$ cat config.mk
export PLATFORM = sky130hd
export DESIGN_NAME = smi_source_status_flags
export DESIGN_NICKNAME = d
export VERILOG_FILES = /design/src/logic/smi_source_status_flags.v /design/src/logic/sync2.v /design/src/logic/w1c_flag.v
export VERILOG_INCLUDE_DIRS = /design/src /design/src/logic
export SDC_FILE = /design/constraint.sdc
export NUM_CORES = 1
export LEC_CHECK = 0
export ABC_AREA = 0
export BUFFER_PORTS_ARGS = -buffer_cell sky130_fd_sc_hd__buf_2
export CORE_ASPECT_RATIO = 1.4
export CORE_MARGIN = 2
export CORE_UTILIZATION = 40
export CTS_CLUSTER_SIZE = 8
export DETAILED_ROUTE_END_ITERATION = 12
export HOLD_SLACK_MARGIN = 0.02
export PLACE_DENSITY = 0.75
export SETUP_SLACK_MARGIN = 0.4
export SYNTH_ARGS = -nofsm -noshare
export SYNTH_HDL_FRONTEND = slang
export SYNTH_SLANG_ARGS = --single-unit
$ cat constraint.sdc
create_clock -name I_MCLK -period 1.36 [get_ports I_MCLK]
set_clock_uncertainty 0.2 [all_clocks]
set_input_delay 0.272 -clock I_MCLK [delete_from_list [all_inputs] [get_ports I_MCLK]]
set_output_delay 0.272 -clock I_MCLK [all_outputs]
set_load 0.05 [all_outputs]
$ cat src/logic/smi_flags_defines.vh
`ifndef SMI_FLAGS_DEFINES_VH
`define SMI_FLAGS_DEFINES_VH

// ==================================================
// Register offsets (byte offsets from watchdog_io_base)
`define OFS_PRIMARY_LOW 8'h04
`define OFS_SECONDARY 8'h06
`define OFS_WIDTH 8

// ==================================================
// Primary status, low half
`define BIT_FW_VIOL 8
`define BIT_CENTURY 7
`define BIT_TIMEOUT 3
`define BIT_HANDLER_MSG 2
`define BIT_SW_INT 1
`define BIT_NMI_REROUTE 0

// ==================================================
// Secondary status
`define BIT_SMLINK_SLAVE 4
`define BIT_BOOT 2
`define BIT_SECOND_TO 1
`define BIT_INTRUDER 0
`define SECONDARY_RESET 16'h0000

// ==================================================
// Calendar
`define YEAR_INDEX 8'h09
`define YEAR_TOP 8'h99
`define YEAR_WRAP 8'h00

// Poll limit for a century-flag clear, in RTC clocks; the clear lands on the first RTC tick
`define CENTURY_CLEAR_RTC_CLKS 3

`endif

$ cat src/logic/smi_source_status_flags.v
`include "smi_flags_defines.vh"

module smi_source_status_flags #(
  parameter CENTURY_CLEAR_DELAY = `CENTURY_CLEAR_RTC_CLKS
) (
  // Clock, enable, resets
  input wire I_MCLK,
  input wire I_RESET_N,
  input wire I_CE,
  input wire I_RTC_WELL_RESET_N,
  // Register port
  input wire i_REG_WR,
  input wire i_REG_RD,
  input wire [7:0] i_REG_ADDR,
  input wire [15:0] i_REG_WDATA,
  output reg [15:0] O_REG_RDATA,
  // Firmware protection
  input wire i_FIRMWARE_WRITE_PERMIT,
  input wire i_FIRMWARE_LOCK_DOWN,
  input wire i_FW_WRITE_CYCLE,
  input wire i_FW_WRITE_LOWER_ALIAS,
  // Event sources
  input wire i_RTC_TICK,
  input wire i_YEAR_WR,
  input wire [7:0] i_YEAR_INDEX,
  input wire [7:0] i_YEAR_OLD,
  input wire [7:0] i_YEAR_NEW,
  input wire i_WATCHDOG_ZERO,
  input wire i_OUTBOUND_MESSAGE_WR,
  input wire i_INBOUND_MESSAGE_WR,
  input wire i_NMI_EVENT,
  input wire i_NMI_REROUTE_ENABLE,
  input wire i_NMI_STATUS_CLEAR,
  // Secondary status event sources
  input wire i_INTRUDER_EVENT,
  input wire i_SECOND_TIMEOUT_EVENT,
  input wire i_BOOT_EVENT,
  input wire i_SMLINK_SLAVE_EVENT,
  // Outputs
  output reg O_MGMT_INTERRUPT_N,
  output reg O_WAKE_EVENT,
  output reg O_NMI
);

  // ==================================================
  // Reset release and pin synchronisers
  wire rst_n;
  wire rtc_rst_n;
  wire [7:0] pin_s;
  wire rtc_tick_s;
  wire intruder_s;

  sync2 #(.WIDTH(1)) u_rst_sync (
    .i_clk(I_MCLK),
    .i_rst_n(I_RESET_N),
    .i_d(1'b1),
    .o_q(rst_n)
  );

  sync2 #(.WIDTH(1)) u_rtc_rst_sync (
    .i_clk(I_MCLK),
    .i_rst_n(I_RTC_WELL_RESET_N),
    .i_d(1'b1),
    .o_q(rtc_rst_n)
  );

  sync2 #(.WIDTH(8)) u_pin_sync (
    .i_clk(I_MCLK),
    .i_rst_n(rst_n),
    .i_d({i_NMI_EVENT, i_SECOND_TIMEOUT_EVENT, i_BOOT_EVENT, i_SMLINK_SLAVE_EVENT,
          i_WATCHDOG_ZERO, i_NMI_STATUS_CLEAR, i_FIRMWARE_WRITE_PERMIT, i_FIRMWARE_LOCK_DOWN}),
    .o_q(pin_s)
  );

  sync2 #(.WIDTH(2)) u_rtc_sync (
    .i_clk(I_MCLK),
    .i_rst_n(rtc_rst_n),
    .i_d({i_RTC_TICK, i_INTRUDER_EVENT}),
    .o_q({rtc_tick_s, intruder_s})
  );

  wire nmi_s = pin_s[7];
  wire second_to_s = pin_s[6];
  wire boot_s = pin_s[5];
  wire smlink_s = pin_s[4];
  wire wd_zero_s = pin_s[3];
  wire nmi_clr_s = pin_s[2];
  wire permit_s = pin_s[1];
  wire lock_s = pin_s[0];

  // ==================================================
  // Edge detection on synchronised levels
  reg permit_d_r;
  reg wd_zero_d_r;
  reg nmi_d_r;
  reg second_to_d_r;
  reg boot_d_r;
  reg smlink_d_r;
  reg rtc_tick_d_r;
  reg intruder_d_r;

  always @(posedge I_MCLK or negedge rst_n) begin
    if (!rst_n) begin
      permit_d_r <= 1'b0;
      wd_zero_d_r <= 1'b0;
      nmi_d_r <= 1'b0;
      second_to_d_r <= 1'b0;
      boot_d_r <= 1'b0;
      smlink_d_r <= 1'b0;
    end else if (I_CE) begin
      permit_d_r <= permit_s;
      wd_zero_d_r <= wd_zero_s;
      nmi_d_r <= nmi_s;
      second_to_d_r <= second_to_s;
      boot_d_r <= boot_s;
      smlink_d_r <= smlink_s;
    end
  end

  always @(posedge I_MCLK or negedge rtc_rst_n) begin
    if (!rtc_rst_n) begin
      rtc_tick_d_r <= 1'b0;
      intruder_d_r <= 1'b0;
    end else if (I_CE) begin
      rtc_tick_d_r <= rtc_tick_s;
      intruder_d_r <= intruder_s;
    end
  end

  wire rtc_edge = rtc_tick_s & ~rtc_tick_d_r;

  // ==================================================
  // Register write decode
  wire wr_pri = i_REG_WR & (i_REG_ADDR == `OFS_PRIMARY_LOW);
  wire wr_sec = i_REG_WR & (i_REG_ADDR == `OFS_SECONDARY);
  wire [15:0] w1_pri = wr_pri ? i_REG_WDATA : 16'h0000;
  wire [15:0] w1_sec = wr_sec ? i_REG_WDATA : 16'h0000;

  // ==================================================
  // Primary low flag set conditions
  wire fw_viol_set = (permit_s & ~permit_d_r & lock_s)
    | (i_FW_WRITE_CYCLE & permit_s & ~i_FW_WRITE_LOWER_ALIAS);
  wire century_set = i_YEAR_WR & (i_YEAR_INDEX == `YEAR_INDEX)
    & (i_YEAR_OLD == `YEAR_TOP) & (i_YEAR_NEW == `YEAR_WRAP);
  wire timeout_set = wd_zero_s & ~wd_zero_d_r;
  wire nmi_event = nmi_s & ~nmi_d_r;

  wire fw_viol;
  wire timeout;
  wire handler_message_flag;
  wire software_interrupt_flag;

  w1c_flag u_fw_viol (
    .i_clk(I_MCLK),
    .i_rst_n(rst_n),
    .i_ce(I_CE),
    .i_set(fw_viol_set),
    .i_clear(w1_pri[`BIT_FW_VIOL]),
    .o_flag(fw_viol)
  );

  w1c_flag u_timeout (
    .i_clk(I_MCLK),
    .i_rst_n(rst_n),
    .i_ce(I_CE),
    .i_set(timeout_set),
    .i_clear(w1_pri[`BIT_TIMEOUT]),
    .o_flag(timeout)
  );

  w1c_flag u_handler_msg (
    .i_clk(I_MCLK),
    .i_rst_n(rst_n),
    .i_ce(I_CE),
    .i_set(i_OUTBOUND_MESSAGE_WR),
    .i_clear(w1_pri[`BIT_HANDLER_MSG]),
    .o_flag(handler_message_flag)
  );

  w1c_flag u_sw_int (
    .i_clk(I_MCLK),
    .i_rst_n(rst_n),
    .i_ce(I_CE),
    .i_set(i_INBOUND_MESSAGE_WR),
    .i_clear(w1_pri[`BIT_SW_INT]),
    .o_flag(software_interrupt_flag)
  );

  // ==================================================
  // Rerouted NMI flag, read-only
  wire nmi_rerouted_flag;

  w1c_flag u_nmi_reroute (
    .i_clk(I_MCLK),
    .i_rst_n(rst_n),
    .i_ce(I_CE),
    .i_set(nmi_event & i_NMI_REROUTE_ENABLE),
    .i_clear(nmi_clr_s),
    .o_flag(nmi_rerouted_flag)
  );

  // ==================================================
  // Century flag in RTC well, clear taken at RTC tick
  reg century_r;
  reg century_clr_pend_r;

  always @(posedge I_MCLK or negedge rtc_rst_n) begin
    if (!rtc_rst_n) begin
      century_r <= 1'b0;
      century_clr_pend_r <= 1'b0;
    end else if (I_CE) begin
      if (century_set) begin
        century_r <= 1'b1;
        century_clr_pend_r <= 1'b0;
      end else if (century_clr_pend_r & rtc_edge) begin
        century_r <= 1'b0;
        century_clr_pend_r <= 1'b0;
      end else if (w1_pri[`BIT_CENTURY] & century_r) begin
        century_clr_pend_r <= 1'b1;
      end
    end
  end

  // ==================================================
  // Secondary status register
  wire [15:0] sec_set;
  wire [15:0] sec_flags;

  assign sec_set = {11'h000,
                    smlink_s & ~smlink_d_r,
                    1'b0,
                    boot_s & ~boot_d_r,
                    second_to_s & ~second_to_d_r,
                    intruder_s & ~intruder_d_r};

  genvar gi;
  generate
    for (gi = 1; gi < 16; gi = gi + 1) begin : g_sec
      if (gi == `BIT_SMLINK_SLAVE || gi == `BIT_BOOT || gi == `BIT_SECOND_TO) begin : g_live
        w1c_flag u_flag (
          .i_clk(I_MCLK),
          .i_rst_n(rst_n),
          .i_ce(I_CE),
          .i_set(sec_set[gi]),
          .i_clear(w1_sec[gi]),
          .o_flag(sec_flags[gi])
        );
      end else begin : g_rsvd
        assign sec_flags[gi] = 1'b0;
      end
    end
  endgenerate

  w1c_flag u_intruder (
    .i_clk(I_MCLK),
    .i_rst_n(rtc_rst_n),
    .i_ce(I_CE),
    .i_set(sec_set[`BIT_INTRUDER]),
    .i_clear(w1_sec[`BIT_INTRUDER]),
    .o_flag(sec_flags[`BIT_INTRUDER])
  );

  // ==================================================
  // Read mux and outputs
  reg [15:0] pri_view;
  reg [15:0] rdata_nxt;

  always @* begin
    pri_view = 16'h0000;
    pri_view[`BIT_FW_VIOL] = fw_viol;
    pri_view[`BIT_CENTURY] = century_r;
    pri_view[`BIT_TIMEOUT] = timeout;
    pri_view[`BIT_HANDLER_MSG] = handler_message_flag;
    pri_view[`BIT_SW_INT] = software_interrupt_flag;
    pri_view[`BIT_NMI_REROUTE] = nmi_rerouted_flag;
    rdata_nxt = 16'h0000;
    if (i_REG_RD) begin
      if (i_REG_ADDR == `OFS_PRIMARY_LOW) begin
        rdata_nxt = pri_view;
      end else if (i_REG_ADDR == `OFS_SECONDARY) begin
        rdata_nxt = sec_flags;
      end
    end
  end

  wire smi_any = fw_viol | century_r | timeout | handler_message_flag
    | software_interrupt_flag | nmi_rerouted_flag;

  always @(posedge I_MCLK or negedge rst_n) begin
    if (!rst_n) begin
      O_REG_RDATA <= `SECONDARY_RESET;
      O_MGMT_INTERRUPT_N <= 1'b1;
      O_WAKE_EVENT <= 1'b0;
      O_NMI <= 1'b0;
    end else if (I_CE) begin
      O_REG_RDATA <= rdata_nxt;
      O_MGMT_INTERRUPT_N <= ~smi_any;
      O_WAKE_EVENT <= 1'b0;
      O_NMI <= nmi_event & ~i_NMI_REROUTE_ENABLE;
    end
  end

endmodule

$ cat src/logic/sync2.v
module sync2 #(
  parameter WIDTH = 1
) (
  // Clock and reset
  input wire i_clk,
  input wire i_rst_n,
  // Data
  input wire [WIDTH-1:0] i_d,
  output wire [WIDTH-1:0] o_q
);

  reg [WIDTH-1:0] meta_r;
  reg [WIDTH-1:0] sync_r;

  always @(posedge i_clk or negedge i_rst_n) begin
    if (!i_rst_n) begin
      meta_r <= {WIDTH{1'b0}};
      sync_r <= {WIDTH{1'b0}};
    end else begin
      meta_r <= i_d;
      sync_r <= meta_r;
    end
  end

  assign o_q = sync_r;

endmodule

$ cat src/logic/w1c_flag.v
module w1c_flag (
  // Clock and reset
  input wire i_clk,
  input wire i_rst_n,
  input wire i_ce,
  // Control
  input wire i_set,
  input wire i_clear,
  output reg o_flag
);

  // ==================================================
  // Sticky flag, set wins over clear
  always @(posedge i_clk or negedge i_rst_n) begin
    if (!i_rst_n) begin
      o_flag <= 1'b0;
    end else if (i_ce) begin
      if (i_set) begin
        o_flag <= 1'b1;
      end else if (i_clear) begin
        o_flag <= 1'b0;
      end
    end
  end

endmodule

Word-level counts from Yosys, hierarchy flattened
Cells that the tools add are included.

Output and inout port bits: 19. Flip-flop bits (word level): 61. Bits of input ports: 70. Logic and storage cells: 122.

Equality and inequality tests: 4. Reductions and logical operators: 23. Multiplexer cells: 28. Bitwise logic cells: 37.

Operator list (number): $mux W9 (3); $mux W1 (23); $reduce_and A2 Y1 (11); $and A1 B1 Y1 (20); $reduce_bool A2 Y1 (10); $eq A8 B3 Y1 const B (2); $not A1 Y1 (11); $mux W5 (2); $eq A8 B4 Y1 const B (1); $eq A8 B8 Y1 const B (1); $logic_not A8 Y1 (1); $or A1 B1 Y1 (6); $reduce_bool A3 Y1 (1).

Logic depth before layout (Yosys ltp)
Depth after elaboration: 7. Depth in mapped cells: 5. Mapped depth without buffers: 3.

Cells and area by module
From an unflattened synthesis, not the netlist that was laid out.

Cell total of the unflattened synthesis: 170. Area total of the unflattened synthesis: 2119.5 µm².

By module, submodules not included: smi_source_status_flags (cells each 119, times used 1, area each 1181.1 µm², seq. area each 476.7 µm²); sync2 (u_pin_sync) (cells each 16, times used 1, area each 400.4 µm², seq. area each 400.4 µm²); w1c_flag (cells each 3, times used 9, area each 37.5 µm², seq. area each 25.0 µm²); sync2 (u_rst_sync ...) (cells each 2, times used 2, area each 50.0 µm², seq. area each 50.0 µm²); sync2 (u_rtc_sync) (cells each 4, times used 1, area each 100.1 µm², seq. area each 100.1 µm²).

Least setup slack after synthesis
Ideal clock, no wire load.

Path type: input -> register. Start point: input port i_REG_ADDR[5]. End point: register u_fw_viol.o_flag. Required time: 1.022 ns. Path slack: -0.323 ns. Buffers on the path: 1. Stages on the path: 4. Library setup time: 0.138 ns. Data arrival time: 1.346 ns. Path through: or4_4 > buf_6 > o41ai_1 > o21ai_0.

Word-level cells in the longest chain between the ends: 5.

RTL lines: from (decl) (RTL line smi_source_status_flags.v:14) `input wire [7:0] i_REG_ADDR,`; $eq A8 B3 Y1 (no line); $and A1 B1 Y1 (RTL line smi_source_status_flags.v:134) `` wire wr_pri = i_REG_WR & (i_REG_ADDR == `OFS_PRIMARY_LOW); ``; $mux W9 (RTL line smi_source_status_flags.v:136) `wire [15:0] w1_pri = wr_pri ? i_REG_WDATA : 16'h0000;`; $reduce_bool A2 Y1 (no line); $reduce_and A2 Y1 (no line); to (signal assigned) (RTL line w1c_flag.v:16) `o_flag <= 1'b0;`; to (signal assigned) (RTL line w1c_flag.v:19) `o_flag <= 1'b1;`; to (signal assigned) (RTL line w1c_flag.v:21) `o_flag <= 1'b0;`; to (decl) (RTL line w1c_flag.v:9) `output reg o_flag`.

No other way between the ends. A chain may end at the register's enable or synchronous reset.

Final worst setup path
Start point: input port i_REG_ADDR[6]. End point: register O_REG_RDATA[2].

Word-level cells in the longest chain between the ends: 4. Elaborated cells on any way between the ends: 5. Classes of those cells: 2 x eq/ne; 3 x mux.

RTL lines: $eq A8 B3 Y1 (no line); $mux W5 (RTL line smi_source_status_flags.v:280) `` end else if (i_REG_ADDR == `OFS_SECONDARY) begin ``; $mux W9 * (RTL line smi_source_status_flags.v:278) `` if (i_REG_ADDR == `OFS_PRIMARY_LOW) begin ``; $mux W9 * (RTL line smi_source_status_flags.v:277) `if (i_REG_RD) begin`; to (signal assigned) (RTL line smi_source_status_flags.v:291) `` O_REG_RDATA <= `SECONDARY_RESET; ``; to (signal assigned) (RTL line smi_source_status_flags.v:296) `O_REG_RDATA <= rdata_nxt;`; to (decl) (RTL line smi_source_status_flags.v:16) `output reg [15:0] O_REG_RDATA,`.

Every way passes the cells marked *; elsewhere a longest branch is shown, timed or not.

==> metrics.yaml <==
outcome: "finished with violations"
violations: "hold timing, setup timing"
yosys.area.top_type: "dfrtp_1"
cts_inserted_buffers: 5
drtPass1Iterations: 4
gr-usage-all-layers_pct: 17.1
synth-edff-count: 0
grtUsageMet1_pct: 17.2
syn_inst: 159
met2_usage_pct: 31.7
crit_path_max_fanout: 5
min_period_over_period_pct: 110
drt-total-wl_um: 4740
fin_crit_ns: 1.49
ys_types: 33
design_area_mm2: 0.00323
viasPerCell: 4.80
die_w_um: 63.7
syn-cell-area_mm2: 0.00200
crit_path_cell_trace: "buf_6 > or4_4 > or3_4 > o2bb2ai_2"
num-nets-final: 343
syn_avg_cell_area_um2: 12.6
required_ns: 1.38
rsz0062_at_grt: "true"
final_antenna_net_count: 0
initial_core_util_pct: 41.3
seq_area_frac_synth_pct: 65.2
dp_hpwl_um: 3060
drc_errors: 0
antenna_cells: 0
grt_overflow: 0
cts_tree: "done"
floorplan.rows: 30
gr-usage-met3_pct: 4.88
cts_max_path_buffers: 2
coreArea_mm2: 0.00484
power_mw: 3.07
insertion_delay_ns: 0.30
maxCapViolCount: 0
drtIter0Drc: 88
layout-drive-gt1-share_pct: 54.7
ys.flop_type: "dfrtp_1"
crit_path_end_kind: "register"
ys_top_cells_by_area: "dfrtp_1 (64%), buf_4 (3.8%), nand2_1 (2.8%), o21ai_0 (2.3%), mux2_2 (2.3%)"
busiest_layer: "met2"
power-per-cell-area_mw_per_mm2: 952
hold_slack_ns: -0.0505
wl_per_cell_um: 14.0
crit_family: "simple AND/OR/NAND/NOR gates"
grt_pass1_wl_um: 7290
worstHoldPathType: "register to async pin"
cts_sinks: 52
worst-path-buf-inv: 1
die_area_mm2: 0.00559
cts_hold_buf: 12
dpl_cell_area_mm2: 0.00265
maxSlewViolCount: 0
io-pin-count: 89
cp_slowest_cell: "or4_4"
p_leak_nw: 1.56
grt_start_max_net_pins: 25
grt_pass1_vias: 1696
synth_most_common_cell: "dfrtp_1"
area_growth_pct: 61.7
path_class: "primary input to register"
async_reset_ff_share_pct: 100
hold_viol: 11
portBuffers: 69
cts.reportedPaths.clkPinSlew_ns: 0.09
fmax_ghz: 0.669
synth-seq-cells: 52
yosys-top-cells-count: "dfrtp_1 (51), nand2_1 (15), buf_4 (10), inv_1 (10), o21ai_0 (9)"
antenna_found_initial: 0
vdd_ir_drop_max_uv: 663
setup_viol: 17
crit_arrival_ns: 1.52
vias: 1624
cp-start-kind: "primary input"
synth_top_area_share_pct: 63.9
gp_congestion: 0.834
h-tree-depth: 2
die_h_um: 87.6
place_ws_ns: -0.495
root_buffer: "clkbuf_8"
worst_slack_ns: -0.134
yosysWarnings: 0
critPathMaxStageDelay_ns: 0.60
==> cell usage in the layout (no fill, tap or decap), types with 2 or more instances in the layout <==
cell type,instances
buf_4,27
buf_8,8
mux2_4,4
o2bb2ai_2,3
a22o_1,4
nand3b_1,3
dlygate4sd3_1,12
nor4bb_1,3
o31ai_4,4
o41ai_4,2
or4_4,2
a32o_1,2
buf_12,4
mux2i_1,3
nand2_1,10
inv_1,9
nor4_1,2
conb_1,12
o21ai_1,9
buf_6,7
buf_2,56
nand2_2,5
dfrtp_1,42
nor4_4,2
o41ai_2,3
nand4_1,5
nor2_1,2
dfrtp_2,9
clkbuf_8,5
==> layout make-up <==
class / count / area, um^2
Clock buffer: 6 / 72.6
Clock inverter: 2 / 35.0
Fill cell: 337 / 1610
Inverter: 10 / 37.5
Multi-Input combinational cell: 90 / 810
Sequential cell: 52 / 1310
Tap cell: 64 / 80.1
Timing Repair Buffer: 114 / 882
==> per-stage QoR <==
stage	instances	util (%)	TNS, ns
finish	338	66.7	-1.28
global route	338	66.7	-1.62
CTS	335	64.3	-1.10
detailed placement	307	54.8	-7.02
global placement	307	54.8	-6.78
floorplan	169	-	-3.88
==> state kept, by name (all words and copies together) (netlist names), 2 cells and up <==
name	cells
u_rtc_sync.o_q	2
g_sec.g_live.u_flag.o_flag	3
u_rtc_sync.meta_r	2
u_pin_sync.meta_r	8
O_REG_RDATA	7
u_pin_sync.o_q	8
==> routing by layer <==
layer / part of all wire, % / wire (um)
met4: 2.7 / 126
met3: 5.5 / 262
met5: 0 / 0
met2: 56 / 2650
met1: 36 / 1700
==> logic make-up (layout without fill, tap and decap cells) <==
logic type,Yosys count,in the layout,share of synthesized area [%]
AOI/OAI and AO/OA,29,29,11.0
buffers and inverters,27,132,7.39
DFF,52,52,65.2
muxes,7,7,3.76
other,2,12,0.376
and+or+nand+nor,42,42,12.3
==> worst paths after layout <==
kind / end / cells past startpoint / start / slack (ns)
setup / recovery: O_REG_RDATA[2] / 4 / i_REG_ADDR[6] / -0.13
hold / removal: u_rtc_sync.o_q[1] / 0 / u_rtc_rst_sync.o_q / -0.05
setup reg to reg: O_MGMT_INTERRUPT_N / 2 / u_handler_msg.o_flag / -0.06
hold reg to reg: u_rtc_sync.o_q[1] / 0 / u_rtc_rst_sync.o_q / -0.05
max in group asynchronous: O_REG_RDATA[4] / 1 / u_rst_sync.o_q / 0.65
min in group I_MCLK: u_handler_msg.o_flag / 3 / i_OUTBOUND_MESSAGE_WR / -0.02
==> power by group <==
| group | switching [mW] | internal, mW |
|---|---|---|
| sequential | 0.0362 | 1.61 |
| clock | 0.462 | 0.546 |
| combinational | 0.219 | 0.200 |
==> repair_timing <==
| action | CTS | global route |
|---|---|---|
| pin swaps | 12 | 15 |
| gates resized for setup | 42 | 14 |
| endpoints found under the setup margin | 32 | 33 |
| endpoints found under the hold margin | 25 | 11 |
| buffers inserted | 8 | 3 |
| cloned | 0 | 0 |
No activity file was read; power rests on OpenSTA's default activity.
